File: src/ppcd_regs.svh
/*
  Register offsets, field positions, reset values and timing for the
  port pins and change detect block.
  Assumes an 8-bit register port with 3-bit addresses.
*/
`ifndef PPCD_REGS_SVH
`define PPCD_REGS_SVH

// Register offsets on the plain register port
`define PPCD_OFF_PB_VALUE   3'h0
`define PPCD_OFF_PB_DIR     3'h1
`define PPCD_OFF_RISE_EN    3'h2
`define PPCD_OFF_FALL_EN    3'h3
`define PPCD_OFF_CHG_FLAGS  3'h4
`define PPCD_OFF_STATUS     3'h5

// Field layout
`define PPCD_PB_LSB         4
`define PPCD_PB_W           4
`define PPCD_PA_W           6

// Reset values
`define PPCD_PB_DIR_RST     4'hf
`define PPCD_PB_LAT_RST     4'h0
`define PPCD_EN_RST         6'h00
`define PPCD_FLAG_RST       6'h00

// Synchroniser depth for pins
`define PPCD_SYNC_STAGES    2

`endif

File: src/ppcd_pkg.sv
/*
  Types shared by the port pins and change detect block.
  Assumes the constants header is included by the users of the types.
*/
package ppcd_pkg;

  typedef logic [7:0] ppcd_byte_t;
  typedef logic [2:0] ppcd_addr_t;

  // Register selected by an access
  typedef enum logic [2:0] {
    PPCD_SEL_PB_VALUE,
    PPCD_SEL_PB_DIR,
    PPCD_SEL_RISE_EN,
    PPCD_SEL_FALL_EN,
    PPCD_SEL_CHG_FLAGS,
    PPCD_SEL_STATUS,
    PPCD_SEL_NONE
  } ppcd_sel_e;

endpackage : ppcd_pkg

File: src/ppcd_sync.sv
/*
  Two-flop synchroniser for a group of pin levels.
  Assumes the pins are asynchronous to clk; the output is safe to use in
  the clk domain.
*/
`timescale 1ns/1ns
`include "ppcd_regs.svh"

module ppcd_sync
  import ppcd_pkg::*;
#(
  parameter int W = 1
)
(
  input  wire logic         clk,
  input  wire logic         nrst,
  input  wire logic [W-1:0] async_in,
  output logic      [W-1:0] sync_out
);

  logic [W-1:0] meta_ff;
  logic [W-1:0] sync_ff;

  // First stage is read only by the second stage
  always_ff @(posedge clk)
  begin
    if (!nrst)
    begin
      meta_ff <= '0;
      sync_ff <= '0;
    end
    else
    begin
      meta_ff <= async_in;
      sync_ff <= meta_ff;
    end
  end

  assign sync_out = sync_ff;

endmodule : ppcd_sync

File: src/ppcd_top.sv
/*
  Port pins and change detect: data and direction for the upper four pins
  of the second port, and per-pin edge detection on the six first-port pins.
  Assumes one 250 MHz clock, synchronous active-low reset, pins that are
  asynchronous, and a pad ring that resolves the pin from out and enable.
*/
// What this block does
// RL1: Writes hit latch, reads return pin levels
// RL2: Only pin bits 7 to 4 implemented
// RL3: Bits 3 to 0 read zero, writes ignored
// RL4: Direction 1 is input, resets to one
// RL5: Rising enable sets flag and summary flag
// RL6: Falling enable sets flag and summary flag
// RL7: Disabled polarity never sets flag; enables reset zero
// RL8: Flag set on enabled matching edge
// RL9: Flags stay set until software writes zero
// RL10: Bits 7 and 6 read zero
// RL11: Synchronise, edge once, set beats clear
`timescale 1ns/1ns
`include "ppcd_regs.svh"

module ppcd_top
  import ppcd_pkg::*;
(
  input  wire logic       clk,
  input  wire logic       nrst,
  input  wire logic [2:0] reg_addr,
  input  wire logic [7:0] reg_wdata,
  input  wire logic       reg_wr,
  input  wire logic       reg_rd,
  output logic      [7:0] reg_rdata,
  input  wire logic [3:0] second_port_pin_bits_in,
  output logic      [3:0] second_port_pin_bits_out,
  output logic      [3:0] second_port_pin_bits_oe,
  input  wire logic [5:0] first_port_pin_in,
  output logic      [5:0] pin_change_flags,
  output logic            change_summary_irq_flag
);

  // Address decode, used by both the write and the read paths
  function automatic ppcd_sel_e decode(input ppcd_addr_t a);
    case (a)
      `PPCD_OFF_PB_VALUE:  decode = PPCD_SEL_PB_VALUE;
      `PPCD_OFF_PB_DIR:    decode = PPCD_SEL_PB_DIR;
      `PPCD_OFF_RISE_EN:   decode = PPCD_SEL_RISE_EN;
      `PPCD_OFF_FALL_EN:   decode = PPCD_SEL_FALL_EN;
      `PPCD_OFF_CHG_FLAGS: decode = PPCD_SEL_CHG_FLAGS;
      `PPCD_OFF_STATUS:    decode = PPCD_SEL_STATUS;
      default:             decode = PPCD_SEL_NONE;
    endcase
  endfunction : decode

  ppcd_sel_e  wsel;
  ppcd_sel_e  rsel;
  logic [3:0] second_port_output_latch_ff;
  logic [3:0] second_port_direction_ff;
  logic [5:0] rise_edge_enable_ff;
  logic [5:0] fall_edge_enable_ff;
  logic [5:0] pin_change_flags_ff;
  logic [5:0] nxt_pin_change_flags;
  logic [7:0] reg_rdata_ff;
  logic [7:0] nxt_reg_rdata;
  logic [3:0] pb_sync;
  logic [5:0] pa_sync;
  logic [5:0] pa_prev_ff;
  logic [1:0] warm_ff;
  logic       prev_valid_ff;
  logic [5:0] rise_evt;
  logic [5:0] fall_evt;
  logic [5:0] set_evt;

  assign wsel = decode(reg_addr);
  assign rsel = decode(reg_addr);

  // Pin levels pass two flops before any logic reads them
  ppcd_sync #(
    .W (`PPCD_PB_W)
  ) u_pb_sync (
    .clk      (clk),
    .nrst     (nrst),
    .async_in (second_port_pin_bits_in),
    .sync_out (pb_sync)
  );

  ppcd_sync #(
    .W (`PPCD_PA_W)
  ) u_pa_sync (
    .clk      (clk),
    .nrst     (nrst),
    .async_in (first_port_pin_in),
    .sync_out (pa_sync)
  );

  // Output latch takes only the upper nibble of a write
  always_ff @(posedge clk)
  begin
    if (!nrst)
      second_port_output_latch_ff <= `PPCD_PB_LAT_RST;
    else if (reg_wr && wsel == PPCD_SEL_PB_VALUE)
      second_port_output_latch_ff <= reg_wdata[7:4]; // RL1 RL3
  end

  // Direction: every pin an input after any reset
  always_ff @(posedge clk)
  begin
    if (!nrst)
      second_port_direction_ff <= `PPCD_PB_DIR_RST; // RL4
    else if (reg_wr && wsel == PPCD_SEL_PB_DIR)
      second_port_direction_ff <= reg_wdata[7:4]; // RL3
  end

  // Pad drive: a clear direction bit drives the latch onto the pin
  assign second_port_pin_bits_out = second_port_output_latch_ff;
  assign second_port_pin_bits_oe  = ~second_port_direction_ff; // RL4

  // Edge enables
  always_ff @(posedge clk)
  begin
    if (!nrst)
    begin
      rise_edge_enable_ff <= `PPCD_EN_RST; // RL7
      fall_edge_enable_ff <= `PPCD_EN_RST; // RL7
    end
    else if (reg_wr && wsel == PPCD_SEL_RISE_EN)
      rise_edge_enable_ff <= reg_wdata[5:0];
    else if (reg_wr && wsel == PPCD_SEL_FALL_EN)
      fall_edge_enable_ff <= reg_wdata[5:0];
  end

  // Previous sample. The synchroniser restarts at zero, so a pin that idles
  // high would look like a rise; edges count only once the synchroniser and
  // the previous sample both hold real pin levels
  always_ff @(posedge clk)
  begin
    if (!nrst)
    begin
      pa_prev_ff    <= 6'h00;
      warm_ff       <= 2'h0;
      prev_valid_ff <= 1'b0;
    end
    else
    begin
      pa_prev_ff    <= pa_sync;
      warm_ff       <= {warm_ff[0], 1'b1};
      prev_valid_ff <= warm_ff[1]; // RL11
    end
  end

  // One event per transition, since prev catches up the next cycle
  genvar gi;
  generate
    for (gi = 0; gi < `PPCD_PA_W; gi++)
    begin : g_edge
      assign rise_evt[gi] = prev_valid_ff & pa_sync[gi] & ~pa_prev_ff[gi]; // RL11
      assign fall_evt[gi] = prev_valid_ff & ~pa_sync[gi] & pa_prev_ff[gi]; // RL11
      assign set_evt[gi]  = (rise_evt[gi] & rise_edge_enable_ff[gi])    // RL5 RL8
                          | (fall_evt[gi] & fall_edge_enable_ff[gi]);   // RL6 RL7
    end
  endgenerate

  // Software write of zero clears; a same-cycle hardware set wins
  always_comb
  begin
    nxt_pin_change_flags = pin_change_flags_ff;
    if (reg_wr && wsel == PPCD_SEL_CHG_FLAGS)
      nxt_pin_change_flags = pin_change_flags_ff & reg_wdata[5:0]; // RL9
    nxt_pin_change_flags = nxt_pin_change_flags | set_evt; // RL11
  end

  always_ff @(posedge clk)
  begin
    if (!nrst)
      pin_change_flags_ff <= `PPCD_FLAG_RST; // RL9
    else
      pin_change_flags_ff <= nxt_pin_change_flags;
  end

  assign pin_change_flags        = pin_change_flags_ff;
  assign change_summary_irq_flag = |pin_change_flags_ff; // RL5 RL6

  // Read mux: unimplemented bits are zero, pins read live levels
  always_comb
  begin
    nxt_reg_rdata = 8'h00;
    case (rsel)
      PPCD_SEL_PB_VALUE:  nxt_reg_rdata = {pb_sync, 4'h0};                  // RL1 RL2
      PPCD_SEL_PB_DIR:    nxt_reg_rdata = {second_port_direction_ff, 4'h0}; // RL3
      PPCD_SEL_RISE_EN:   nxt_reg_rdata = {2'h0, rise_edge_enable_ff};      // RL10
      PPCD_SEL_FALL_EN:   nxt_reg_rdata = {2'h0, fall_edge_enable_ff};      // RL10
      PPCD_SEL_CHG_FLAGS: nxt_reg_rdata = {2'h0, pin_change_flags_ff};      // RL10
      PPCD_SEL_STATUS:    nxt_reg_rdata = {7'h00, change_summary_irq_flag};
      default:            nxt_reg_rdata = 8'h00;
    endcase
  end

  // Read data stand only in the cycle after the strobe
  always_ff @(posedge clk)
  begin
    if (!nrst)
      reg_rdata_ff <= 8'h00;
    else if (reg_rd)
      reg_rdata_ff <= nxt_reg_rdata;
    else
      reg_rdata_ff <= 8'h00;
  end

  assign reg_rdata = reg_rdata_ff;

  // Checks next to the logic
  a_latch_write: assert property (@(posedge clk) disable iff (!nrst) // RL1
    reg_wr && reg_addr == `PPCD_OFF_PB_VALUE |=>
      second_port_output_latch_ff == $past(reg_wdata[7:4]))
    else $error("latch did not take write");

  a_pin_read: assert property (@(posedge clk) disable iff (!nrst) // RL2
    reg_rd && reg_addr == `PPCD_OFF_PB_VALUE |=> reg_rdata[7:4] == $past(pb_sync))
    else $error("port read not pin level");

  a_low_nibble_zero: assert property (@(posedge clk) disable iff (!nrst) // RL3
    reg_rdata[3:0] == 4'h0 || $past(reg_addr) >= `PPCD_OFF_RISE_EN)
    else $error("low nibble not zero");

  a_dir_drive: assert property (@(posedge clk) disable iff (!nrst) // RL4
    reg_wr && reg_addr == `PPCD_OFF_PB_DIR |=>
      second_port_pin_bits_oe == ~$past(reg_wdata[7:4]))
    else $error("output enable wrong");

  a_rise_sets: assert property (@(posedge clk) disable iff (!nrst) // RL5
    rise_edge_enable_ff[0] && $rose(pa_sync[0]) && prev_valid_ff |=>
      pin_change_flags_ff[0] && change_summary_irq_flag)
    else $error("rising edge lost");

  a_fall_sets: assert property (@(posedge clk) disable iff (!nrst) // RL6
    fall_edge_enable_ff[0] && $fell(pa_sync[0]) && prev_valid_ff |=>
      pin_change_flags_ff[0])
    else $error("falling edge lost");

  a_no_set_disabled: assert property (@(posedge clk) disable iff (!nrst) // RL7
    !rise_edge_enable_ff[0] && !fall_edge_enable_ff[0] && !pin_change_flags_ff[0]
      |=> !pin_change_flags_ff[0])
    else $error("disabled pin flagged");

  a_flag_sticky: assert property (@(posedge clk) disable iff (!nrst) // RL9
    pin_change_flags_ff[1] && !(reg_wr && reg_addr == `PPCD_OFF_CHG_FLAGS)
      |=> pin_change_flags_ff[1])
    else $error("flag dropped by itself");

  a_upper_zero: assert property (@(posedge clk) disable iff (!nrst) // RL10
    reg_rd && reg_addr == `PPCD_OFF_CHG_FLAGS |=> reg_rdata[7:6] == 2'h0)
    else $error("bits 7 and 6 not zero");

  a_set_beats_clr: assert property (@(posedge clk) disable iff (!nrst) // RL11
    set_evt[2] |=> pin_change_flags_ff[2])
    else $error("set lost to clear");

  // Every kind of reset leaves inputs, no enables and no flags
  a_dir_reset: assert property (@(posedge clk) disable iff (!nrst) // RL4
    !$past(nrst) |-> second_port_direction_ff == `PPCD_PB_DIR_RST)
    else $error("direction not reset to input");

  a_en_reset: assert property (@(posedge clk) disable iff (!nrst) // RL7
    !$past(nrst) |->
      rise_edge_enable_ff == `PPCD_EN_RST && fall_edge_enable_ff == `PPCD_EN_RST)
    else $error("edge enables not reset");

  a_flag_reset: assert property (@(posedge clk) disable iff (!nrst) // RL9
    !$past(nrst) |-> pin_change_flags_ff == `PPCD_FLAG_RST && !change_summary_irq_flag)
    else $error("change flags not reset");

  // A pin that idles high must not look like a rise once reset lets go
  a_warmup_quiet: assert property (@(posedge clk) disable iff (!nrst) // RL11
    !$past(nrst, 3) |-> set_evt == 6'h00)
    else $error("edge seen during warm-up");

  // Only a detected edge may raise the summary; software cannot set it
  a_summary_src: assert property (@(posedge clk) disable iff (!nrst) // RL5 RL6
    $rose(change_summary_irq_flag) |-> $past(set_evt) != 6'h00)
    else $error("summary rose without edge");

  a_status_read: assert property (@(posedge clk) disable iff (!nrst) // RL5 RL6
    reg_rd && reg_addr == `PPCD_OFF_STATUS |=>
      reg_rdata == {7'h00, $past(change_summary_irq_flag)})
    else $error("status read wrong");

  // Edges on other pins, so more than one lane is watched
  a_rise_flags: assert property (@(posedge clk) disable iff (!nrst) // RL5 RL8
    rise_edge_enable_ff[5] && $rose(pa_sync[5]) && prev_valid_ff |=>
      pin_change_flags_ff[5] && change_summary_irq_flag)
    else $error("rising edge lost on pin 5");

  a_fall_flags: assert property (@(posedge clk) disable iff (!nrst) // RL6 RL8
    fall_edge_enable_ff[3] && $fell(pa_sync[3]) && prev_valid_ff |=>
      pin_change_flags_ff[3] && change_summary_irq_flag)
    else $error("falling edge lost on pin 3");

  // A disabled polarity leaves a clear flag clear
  a_no_rise_dis: assert property (@(posedge clk) disable iff (!nrst) // RL7
    !rise_edge_enable_ff[4] && $rose(pa_sync[4]) && !pin_change_flags_ff[4] |=>
      !pin_change_flags_ff[4])
    else $error("disabled rise flagged");

  a_no_fall_dis: assert property (@(posedge clk) disable iff (!nrst) // RL7
    !fall_edge_enable_ff[1] && $fell(pa_sync[1]) && !pin_change_flags_ff[1] |=>
      !pin_change_flags_ff[1])
    else $error("disabled fall flagged");

  // Enable writes keep the six implemented bits
  a_rise_en_write: assert property (@(posedge clk) disable iff (!nrst) // RL5
    reg_wr && reg_addr == `PPCD_OFF_RISE_EN |=>
      rise_edge_enable_ff == $past(reg_wdata[5:0]))
    else $error("rise enable write lost");

  a_fall_en_write: assert property (@(posedge clk) disable iff (!nrst) // RL6
    reg_wr && reg_addr == `PPCD_OFF_FALL_EN |=>
      fall_edge_enable_ff == $past(reg_wdata[5:0]))
    else $error("fall enable write lost");

  a_clear_works: assert property (@(posedge clk) disable iff (!nrst) // RL9
    reg_wr && reg_addr == `PPCD_OFF_CHG_FLAGS && !reg_wdata[3] && !set_evt[3] |=>
      !pin_change_flags_ff[3])
    else $error("flag not cleared by zero");

  // Latch and direction registers move only on their own write
  a_latch_hold: assert property (@(posedge clk) disable iff (!nrst) // RL1
    !(reg_wr && reg_addr == `PPCD_OFF_PB_VALUE) |=> $stable(second_port_output_latch_ff))
    else $error("latch changed without write");

  a_dir_hold: assert property (@(posedge clk) disable iff (!nrst) // RL4
    !(reg_wr && reg_addr == `PPCD_OFF_PB_DIR) |=> $stable(second_port_direction_ff))
    else $error("direction changed without write");

  a_dir_read: assert property (@(posedge clk) disable iff (!nrst) // RL3 RL4
    reg_rd && reg_addr == `PPCD_OFF_PB_DIR |=>
      reg_rdata == {$past(second_port_direction_ff), 4'h0})
    else $error("direction read wrong");

  a_en_upper_zero: assert property (@(posedge clk) disable iff (!nrst) // RL10
    reg_rd && (reg_addr == `PPCD_OFF_RISE_EN || reg_addr == `PPCD_OFF_FALL_EN) |=>
      reg_rdata[7:6] == 2'h0)
    else $error("enable bits 7 and 6 not zero");

  // A steady pin gives no second event
  a_one_event: assert property (@(posedge clk) disable iff (!nrst) // RL11
    set_evt[5] ##1 $stable(pa_sync[5]) |-> !set_evt[5])
    else $error("one transition flagged twice");

endmodule : ppcd_top

File: config.mk
export PLATFORM = sky130hd
export DESIGN_NAME = ppcd_top
export DESIGN_NICKNAME = d
export VERILOG_FILES = /design/src/ppcd_pkg.sv /design/src/ppcd_sync.sv /design/src/ppcd_top.sv
export VERILOG_INCLUDE_DIRS = /design/src /design/src/src
export SDC_FILE = /design/constraint.sdc
export NUM_CORES = 1
export LEC_CHECK = 0
export BUFFER_PORTS_ARGS = -buffer_cell sky130_fd_sc_hd__clkbuf_2
export CAP_MARGIN = 30
export CORE_ASPECT_RATIO = 0.75
export CORE_MARGIN = 3
export CORE_UTILIZATION = 48
export DETAILED_ROUTE_END_ITERATION = 8
export MAX_ROUTING_LAYER = met4
export PLACE_DENSITY = 0.79
export RECOVER_POWER = 25
export SETUP_SLACK_MARGIN = 0.5
export SLEW_MARGIN = 10
export SYNTH_ARGS = -nofsm -noshare
export SYNTH_HDL_FRONTEND = slang
export SYNTH_HIERARCHICAL = 1
export SYNTH_SLANG_ARGS = --single-unit
File: constraint.sdc
create_clock -name clk -period 1.5 [get_ports clk]
set_input_delay 0.075 -clock clk [delete_from_list [all_inputs] [get_ports clk]]
set_output_delay 0.075 -clock clk [all_outputs]
set_load 0.1 [all_outputs]
==> qor.yml, run 1 <==
die_h_um: 67.6
worstHoldPathType: "in -> reg"
period_share: 0.936
drive_above_1_share: 0.446
vias: 2200
clock_skew_ns: 0.00321
dieArea_um2: 5950
first_iter_violations: 211
total_leakage_power_nw: 1.48
rsz0062_at_grt: "yes"
synth.area.top_cells: "dfxtp_1 (52%), and2_1 (5.4%), o21ai_0 (3.7%)"
crit_chain: "nor2_1 -> and3_4 -> clkinvlp_4 -> clkbuf_16"
critPathSlowestCell: "dfxtp_4"
synth-main-ff-cell: "dfxtp_1"
htreeDepth: 3
syn_nets: 271
synth_warnings: 6
hp-start: "reg_wdata[0]"
grt.overflow.total: 0
ff2ff_setup_slack_ns: 0.29
crit_path_max_fanout: 4
setup_viol: 0
yosysTopAreaCell: "dfxtp_1"
combPwrFrac: 0.116
synthTopCellsByCount: "dfxtp_1 (63), and2_1 (21), o21ai_0 (18)"
initial_core_util: 0.521
hold_ws_ns: 0.0367
peakVddDrop_mv: 0.788
via_per_inst: 5.53
min_to: "rise_edge_enable_ff[0]$_SDFFE_PN0P_"
r2r_cells: 5
synth_seq_cells: 63
synthesis.area_um2: 2420
syn_to_final_growth_pct: 58.2
required_ns: 1.42
gp_congestion: 0.808
crit_type: "reg -> out"
whs_path_depth: 3
synth_edf_count: 0
p_clk_frac: 0.401
ios: 48
cts_buffer_depth: 2
antenna_found_initial: 0
regToRegEndpoint: "reg_rdata[4]$_SDFF_PN0_"
maxSlewViolCount: 0
antenna_left: 0
place_hpwl_mm: 3.79
status: "completed"
grt_usage: 0.247
tns_ns: 0
p_sw_frac: 0.248
p_int_mw: 2.70
clkSinkCount: 63
row_count: 21
synthArstFlopShare: 0
tightest_slew_ns: 0.668
cts_buffers: 9
coreArea_um2: 4650
synth_top_area_frac: 0.520
cts_root_buffer: "clkbuf_8"
yosysSeqAreaShare: 0.520
wl_mm: 7.26
dp_slack_ns: 0.0339
cts_tree: "yes"
grt_first_pass_wirelength_mm: 10.5
power_density_nw_per_um2: 936
nets: 362
synth_cells: 245
nFillCells: 265
layout_setup_ws_ns: 0.0966
max_cap_viol_count: 0
synthDistinctLibCells: 39
drcViolationCount: 0
port_buffers: 47
avgSynthCellArea_um2: 9.90
diodes: 0
seqPwrFrac: 0.482
max_slew_margin: 0.554
critical_path_arrival_ns: 1.33
hold_violations: 0
die_w_um: 88.1
grt_pass1_vias: 2164
cpPeakStageDelay_ns: 0.36
fin_crit_ns: 1.40
insertion_delay_ns: 0.34
fmaxAchievable_mhz: 713
grt_max_degree: 17
avgRoutedWirePerCell_um: 18.2
dr.pass1.iters: 5
r2r-start: "pin_change_flags[4]$_SDFF_PN0_"
crit_path_start_kind: "flip-flop"
end_kind: "output pin"
p_switching_uw: 889
synth.most_common_cell: "dfxtp_1"
clkSlewWorstSetupHoldPaths_ns: 0.06
-- logic make-up after synthesis --
family                   after synthesis  synth area share
multiplexers                          12            0.0516
flip-flops                            63             0.520
buffers and inverters                 23            0.0521
AO/OA/AOI/OAI                         59             0.152
adder cells (fa/ha/maj)                1           0.00516
AND/OR/NAND/NOR                       87             0.219
-- cells in the final DEF, fill, tap and decap left out, drive strengths merged, types with 3 or more instances in the layout --
cell type and n:
dfxtp 63, clkbuf 52, buf 38, and2 29, o21ai 19, dlygate4sd3 16
nand2 14, nand3 13, a21oi 12, o211ai 11, nor2 11, mux2i 8
clkinvlp 6, nand3b 6, o21a 6, mux2 4, clkinv 3, inv 3
a22oi 3
-- registers in the layout (all words and copies together) (netlist names) --
name                      cells
reg_rdata                     8
fall_edge_enable_ff           6
pa_prev_ff                    6
pin_change_flags              6
rise_edge_enable_ff           6
u_pa_sync/meta_ff             6
u_pa_sync/sync_out            6
second_port_direction_ff      4
second_port_pin_bits_out      4
u_pb_sync/meta_ff             4
u_pb_sync/sync_out            4
warm_ff                       2
prev_valid_ff                 1
-- critical path, delay by kind of cell (launching register included) --
| kind | cells | cell delay [ns] |
|---|---|---|
| flops | 1 | 0.36 |
| buf+inv | 2 | 0.30 |
| simple gates | 2 | 0.32 |
-- per-layer routing --
metal	global-route usage	vias to the layer above	share of wire	routed length, um
li1	-	1046	-	-
met1	0.288	1041	0.41	2940
met2	0.402	88	0.51	3680
met3	0.0841	25	0.061	442
met4	0.0830	0	0.025	185
met5	-	-	0	0
-- power by group through the flow --
stage / sequential [mW] / combinational, mW / clock [mW]
4_1_cts: 1.73 / 0.376 / 1.45
5_1_grt: 1.74 / 0.443 / 1.52
3_3_place_gp: 1.76 / 0.292 / 0
2_1_floorplan: 1.80 / 0.185 / 0
6_report: 1.73 / 0.418 / 1.44
3_5_place_dp: 1.77 / 0.300 / 0
-- repair_timing --
item,in CTS,in global routing
endpoints found under the hold margin,20,0
setup endpoints to repair,40,39
hold buffers,16,0
resized for setup,75,38
pin swaps,10,13
buffers inserted,10,10
cloned,1,0
-- worst max path at each step --
| stage | start | endpoint | cells past startpoint |
|---|---|---|---|
| after floorplan | reg_addr[2] | rise_edge_enable_ff[5]$_SDFFE_PN0P_ | 8 |
| after global placement | reg_addr[2] | fall_edge_enable_ff[2]$_SDFFE_PN0P_ | 8 |
| after detailed placement | reg_addr[2] | rise_edge_enable_ff[0]$_SDFFE_PN0P_ | 8 |
| after CTS | pin_change_flags[2]$_SDFF_PN0_ | change_summary_irq_flag | 4 |
| after global routing | pin_change_flags[2]$_SDFF_PN0_ | change_summary_irq_flag | 4 |
| final | pin_change_flags[2]$_SDFF_PN0_ | change_summary_irq_flag | 4 |
-- final cells by class --
| class | instances | area, um2 | area share |
|---|---|---|---|
| Tap cell | 57 | 71.3 | 0.0186 |
| Clock buffer | 12 | 145 | 0.0378 |
| Inverter | 9 | 56.3 | 0.0147 |
| Sequential cell | 63 | 1300 | 0.339 |
| Clock inverter | 4 | 45.0 | 0.0117 |
| Timing Repair Buffer | 94 | 1030 | 0.269 |
| Multi-Input combinational cell | 159 | 1190 | 0.309 |
-- stage by stage --
step                      instances  utilization  area [um2]  total power, mW
final                           398        0.825        3840             3.59
after global routing            398        0.825        3840             3.69
after CTS                       388        0.781        3630             3.56
after detailed placement        345        0.603        2800             2.07
after global placement          345        0.603        2800             2.06
after floorplan                 245            -        2530             1.98
Note: power is estimated with default switching activity, not from simulation.
==> run 2: changes to the inputs <==
--- a/config.mk
+++ b/config.mk
@@ -6,16 +6,16 @@
 export SDC_FILE = /design/constraint.sdc
 export NUM_CORES = 1
 export LEC_CHECK = 0
-export BUFFER_PORTS_ARGS = -buffer_cell sky130_fd_sc_hd__clkbuf_2
 export CAP_MARGIN = 30
 export CORE_ASPECT_RATIO = 0.75
 export CORE_MARGIN = 3
-export CORE_UTILIZATION = 48
+export CORE_UTILIZATION = 55
 export DETAILED_ROUTE_END_ITERATION = 8
+export DONT_BUFFER_PORTS = 1
 export MAX_ROUTING_LAYER = met4
-export PLACE_DENSITY = 0.79
+export PLACE_DENSITY = 0.78
 export RECOVER_POWER = 25
-export SETUP_SLACK_MARGIN = 0.5
+export SETUP_SLACK_MARGIN = 0.1
 export SLEW_MARGIN = 10
 export SYNTH_ARGS = -nofsm -noshare
 export SYNTH_HDL_FRONTEND = slang
==> qor.yml, run 2 (synthesis results as in run 1) <==
die_w_um: 82.7  # -6.1%
grt_first_pass_wirelength_mm: 9.30  # -11%
peakVddDrop_mv: 0.992  # +26%
crit_path_start_kind: "flip-flop"
final_common_cell: "dfxtp_1"
cts_buffers: 9  # unchanged
diodes: 0  # unchanged
design_area_um2: 3120  # -19%
insertion_delay_ns: 0.33  # about the same
p_sw_frac: 0.224  # -0.0236
cts_root_buffer: "clkbuf_8"
crit_type: "reg -> out"
required_ns: 1.42  # about the same
dp_slack_ns: 0.112  # +0.0777 ns
path_buf_inv: 2  # unchanged
dieArea_um2: 5250  # -12%
place_hpwl_mm: 3.54  # -6.5%
critPathSlowestCell: "dfxtp_2"
largest_register_ffs: 8  # unchanged
drcViolationCount: 0  # unchanged
layout_common_cells: "dfxtp_1 (57), dlygate4sd3_1 (27), buf_4 (25), o21ai_0 (18), and2_1 (17)"
p_switching_uw: 772  # -13%
cts_buffer_depth: 2  # unchanged
cts_tree: "yes"
status: "completed"
grt_usage: 0.247  # +0.000392
tns_ns: 0  # unchanged
cpPeakStageDelay_ns: 0.36  # about the same
setup_viol: 0  # unchanged
fmaxAchievable_mhz: 739  # +3.7%
antenna_found_initial: 0  # unchanged
combPwrFrac: 0.080  # -0.036
first_iter_violations: 225  # +6.6%
max_cap_viol_count: 0  # unchanged
seqPwrFrac: 0.503  # +0.021
post_dp_cell_area_um2: 2620  # -6.7%
die_h_um: 63.5  # -6.0%
period_share: 0.902  # -0.0336
avgRoutedWirePerCell_um: 16.3  # -11%
clock_skew_ns: 0.00457  # +0.00136 ns
clkSinkCount: 63  # unchanged
initial_core_util: 0.584  # +0.0623
crit_chain: "nor2_4 -> and3_4 -> clkinvlp_4 -> buf_12"
power_density_nw_per_um2: 1110  # +18%
p_clk_frac: 0.417  # +0.016
critical_path_arrival_ns: 1.28  # -0.05 ns
clkSlewWorstSetupHoldPaths_ns: 0.06  # about the same
coreArea_um2: 4150  # -11%
nets: 322  # -11%
maxSlewViolCount: 0  # unchanged
ios: 48  # unchanged
max_slew_margin: 0.601  # +0.0471
via_per_inst: 5.69  # +3.0%
fin_crit_ns: 1.35  # -0.0504 ns
drive_above_1_share: 0.223  # -0.222
grt_pass1_vias: 1951  # -9.8%
total_leakage_power_nw: 1.21  # -18%
dp_cells: 311  # -9.9%
htreeDepth: 3  # unchanged
dr.pass1.iters: 5  # unchanged
wl_mm: 5.77  # -20%
tightest_slew_ns: 0.596  # -0.0718 ns
layout_setup_ws_ns: 0.147  # +0.0504 ns
end_kind: "output pin"
grt_max_degree: 37  # +20
fin_cells: 355  # -11%
port_buffers: 0  # -100%
rsz0062_at_grt: "no"
hold_violations: 0  # unchanged
worstHoldPathType: "in -> reg"
row_count: 20  # -4.8%
antenna_left: 0  # unchanged
grt.overflow.total: 0  # unchanged
p_int_mw: 2.68  # -0.92%
fin_util: 0.751  # -0.0743
syn_to_final_growth_pct: 28.6
crit_family: "flip-flops"
gp_congestion: 0.784  # -3.0%
crit_path_max_fanout: 4  # unchanged
vias: 2021  # -8.1%
[run 2: final timing paths]
path	startpoint	end	slack, ns	cells after the start
setup reg to reg	second_port_direction_ff[1]$_SDFFE_PN1P_	second_port_direction_ff[1]$_SDFFE_PN1P_	0.20	3
hold reg to reg	u_pb_sync/meta_ff[1]$_SDFF_PN0_	u_pb_sync/sync_out[1]$_SDFF_PN0_	0.44	1
hold / removal	reg_addr[0]	reg_rdata[3]$_SDFF_PN0_	0.01	2
setup / recovery	pin_change_flags[5]$_SDFF_PN0_	change_summary_irq_flag	0.15	4
[run 2: cell type report]
type	instances	area (um2)
Sequential cell	63	1270
Multi-Input combinational cell	159	1060
Fill cell	310	1040
Timing Repair Buffer	54	483
Clock buffer	12	155
Tap cell	55	68.8
Clock inverter	3	42.5
Inverter	9	37.5
[run 2: what timing repair did]
item,CTS,global route
pin swaps,0,1
setup endpoints to repair,1,1
hold buffers,27,0
endpoints found under the hold margin,62,0
gates resized for setup,1,5
setup buffers,0,1
[run 2: metrics by stage]
stage | total power, mW | hold slack, ns
2_1_floorplan | 1.97 | 0.103
3_3_place_gp | 1.96 | 0.105
3_5_place_dp | 1.97 | 0.105
4_1_cts | 3.47 | 0.000216
5_1_grt | 3.59 | 0.00232
6_report | 3.45 | 0.0115
[run 2: power groups by stage]
stage / combinational (mW) / sequential (mW) / clock [mW]
4_1_cts: 0.273 / 1.74 / 1.46
5_1_grt: 0.298 / 1.74 / 1.55
3_3_place_gp: 0.190 / 1.77 / 0
2_1_floorplan: 0.165 / 1.80 / 0
3_5_place_dp: 0.195 / 1.77 / 0
6_report: 0.277 / 1.74 / 1.44
[run 2: per-layer routing]
metal  part of all wire  global-route usage  vias up
met1               0.41               0.292      958
met5                  0                   -        -
met4              0.014              0.0816        0
met2               0.49               0.384       91
met3              0.086              0.0957       11
li1                   -                   -      961
==> run 3: changes to the inputs <==
--- a/config.mk
+++ b/config.mk
@@ -6,6 +6,7 @@
 export SDC_FILE = /design/constraint.sdc
 export NUM_CORES = 1
 export LEC_CHECK = 0
+export ABC_AREA = 1
 export CAP_MARGIN = 30
 export CORE_ASPECT_RATIO = 0.75
 export CORE_MARGIN = 3
==> qor.yml, run 3 <==
status: "completed"
die_w_um: 83.3  # +0.76%
end_kind: "flip-flop"
cts_root_buffer: "clkbuf_8"
hold_violations: 0  # unchanged
synth_top_area_frac: 0.512  # -0.00845
p_total_mw: 3.54  # +2.6%
via_per_inst: 5.16  # -9.3%
antenna_left: 0  # unchanged
cts_tree: "yes"
port_buffers: 0  # unchanged
peakVddDrop_mv: 0.868  # -12%
insertion_delay_ns: 0.34  # about the same
initial_core_util: 0.590  # +0.00609
whs_path_depth: 4  # +2
crit_path_frequent_cell: "nand2_1"
grt.overflow.total: 0  # unchanged
hp-start: "reg_addr[0]"
clkSinkCount: 63  # unchanged
synth_edf_count: 0  # unchanged
total_leakage_power_nw: 1.59  # +32%
rsz0062_at_grt: "yes"
max_cap_viol_count: 0  # unchanged
period_share: 0.864  # -0.0378
largest_register_ffs: 8  # unchanged
multi_input_area_um2: 951  # -10%
clkSlewWorstSetupHoldPaths_ns: 0.07  # about the same
synth_warnings: 6  # unchanged
synth-main-ff-cell: "dfxtp_1"
avgSynthCellArea_um2: 7.54  # -24%
final_common_cell: "nand2_1"
dr.pass1.iters: 5  # unchanged
ios: 48  # unchanged
required_ns: 1.70  # +0.28 ns
synth_cells: 327  # +33%
synth_seq_cells: 63  # unchanged
antenna_found_initial: 0  # unchanged
critical_path_arrival_ns: 1.49  # +0.21 ns
post_dp_cell_area_um2: 2690  # +2.7%
yosysSeqAreaShare: 0.512  # -0.00845
worstHoldPathType: "in -> reg"
synthDistinctLibCells: 20  # -49%
grtUsageMet2: 0.360  # -0.0240
grt_first_pass_wirelength_mm: 9.89  # +6.3%
crit_path_start_kind: "input port"
critPathSlowestCell: "dlygate4sd3_1"
synth.area.top_cells: "dfxtp_1 (51%), nand2_1 (13%), inv_1 (7.9%)"
cts_setup_buffers: 0  # unchanged
regArea_um2: 1280  # +0.39%
tightest_slew_ns: 0.664  # +0.0681 ns
first_iter_violations: 283  # +26%
met3_usage: 0.0786  # -0.0171
dp_slack_ns: 0.200  # +0.0887 ns
layout_setup_ws_ns: 0.204  # +0.0567 ns
max_slew_margin: 0.556  # -0.0455
grt_pass1_vias: 2075  # +6.4%
grt_max_degree: 41  # +11%
wl_mm: 5.88  # +1.8%
regToRegEndpoint: "pin_change_flags[5]$_SDFF_PN0_"
syn_to_final_growth_pct: 28.2
synth.most_common_cell: "nand2_1"
syn_nets: 353  # +30%
fmaxAchievable_mhz: 771  # +4.4%
synthesis.area_um2: 2460  # +1.7%
avgRoutedWirePerCell_um: 13.5  # -17%
layout_common_cells: "nand2_1 (83), dfxtp_1 (57), inv_1 (52), nand3_1 (27), buf_4 (26)"
synthArstFlopShare: 0  # unchanged
place_hpwl_mm: 3.86  # +9.1%
gp_congestion: 0.870  # +11%
nFillCells: 307  # -0.97%
r2r_cells: 3  # unchanged
tns_ns: 0  # unchanged
min_to: "reg_rdata[7]$_SDFF_PN0_"
cpPeakStageDelay_ns: 0.96  # +0.60 ns
yosysTopAreaCell: "dfxtp_1"
row_count: 20  # unchanged
coreArea_um2: 4180  # +0.60%
die_h_um: 64.0  # +0.74%
dp_cells: 395  # +27%
clock_skew_ns: 0.00789  # +0.00332 ns
grt_util_met1: 0.315  # +0.0234
synthTopCellsByCount: "nand2_1 (83), dfxtp_1 (63), inv_1 (52)"
design_area_um2: 3160  # +1.4%
diodes: 0  # unchanged
r2r-start: "pin_change_flags[5]$_SDFF_PN0_"
grt_usage: 0.247  # about the same
maxSlewViolCount: 0  # unchanged
drive_above_1_share: 0.168  # -0.0558
ff2ff_setup_slack_ns: 0.53  # +0.33 ns
nets: 403  # +25%
crit_chain: "dlygate4sd3_1 -> nand2_1 -> nand2_1 -> a21oi_1"
dieArea_um2: 5330  # +1.5%
crit_path_max_fanout: 17  # +13
busiest_layer: "met2"
drcViolationCount: 0  # unchanged
cts_buffer_depth: 2  # unchanged
power_density_nw_per_um2: 1120  # +1.2%
fin_cells: 437  # +23%
setup_viol: 0  # unchanged
vias: 2257  # +12%
fin_crit_ns: 1.30  # -0.0567 ns
crit_type: "in -> reg"
htreeDepth: 3  # unchanged
cts_buffers: 9  # unchanged
## run 3: how the worst max path moves through the flow
stage / cells after the start / from / slack [ns] / end
floorplan: 6 / pin_change_flags[3]$_SDFF_PN0_ / 0.11 / reg_rdata[0]$_SDFF_PN0_
global placement: 10 / reg_addr[1] / 0.28 / reg_rdata[1]$_SDFF_PN0_
detailed placement: 8 / reg_addr[1] / 0.20 / fall_edge_enable_ff[1]$_SDFFE_PN0P_
CTS: 6 / nrst / 0.15 / reg_rdata[4]$_SDFF_PN0_
global route: 6 / reg_addr[2] / 0.09 / second_port_direction_ff[2]$_SDFFE_PN1P_
finish: 4 / reg_wr / 0.20 / second_port_pin_bits_out[0]$_SDFFE_PN0P_
## run 3: routing by layer
layer	routed length [um]	up-vias
met5	0	-
li1	-	1127
met4	165	0
met1	2620	996
met3	585	21
met2	2510	113
## run 3: what timing repair did
| action | in CTS | in global routing |
|---|---|---|
| hold endpoints to repair | 57 | 0 |
| hold buffers | 26 | 0 |
| gates resized for setup | 0 | 2 |
| endpoints found under the setup margin | 0 | 7 |
## run 3: layout make-up
cell class / count / share of cell area
well taps: 55 / 0.0218
multi-input cells: 197 / 0.301
inverters: 54 / 0.0641
flip-flops and latches: 63 / 0.404
repair buffers: 52 / 0.147
clock buffers: 9 / 0.0392
clock inverters: 7 / 0.0230
## run 3: report_power, final
group | internal (mW) | switching [mW] | total [mW] | leakage (nW)
Sequential | 1.72 | 0.0263 | 1.74 | 0.518
Combinational | 0.116 | 0.237 | 0.354 | 0.978
Clock | 0.768 | 0.674 | 1.44 | 0.0956
Total | 2.60 | 0.938 | 3.54 | 1.59
## run 3: through the flow
| stage | util | hold WS [ns] |
|---|---|---|
| after global placement | 0.643 | 0.106 |
| after CTS | 0.754 | 0.00398 |
| after detailed placement | 0.643 | 0.106 |
| after global routing | 0.756 | 0.0347 |
| after floorplan | - | 0.103 |
| final | 0.756 | 0.0189 |
## run 3: kinds of logic after synthesis
| group | count (synthesis) | synth area share |
|---|---|---|
| compound gates | 33 | 0.0690 |
| fa+ha+maj | 1 | 0.00508 |
| buf+inv | 67 | 0.114 |
| flops | 63 | 0.512 |
| simple gates | 163 | 0.300 |
## run 3: worst max-delay path, delay by kind of cell
| kind | cells | cell delay, ns |
|---|---|---|
| buf+inv | 1 | 0.96 |
| compound gates | 1 | 0.09 |
| simple gates | 2 | 0.36 |
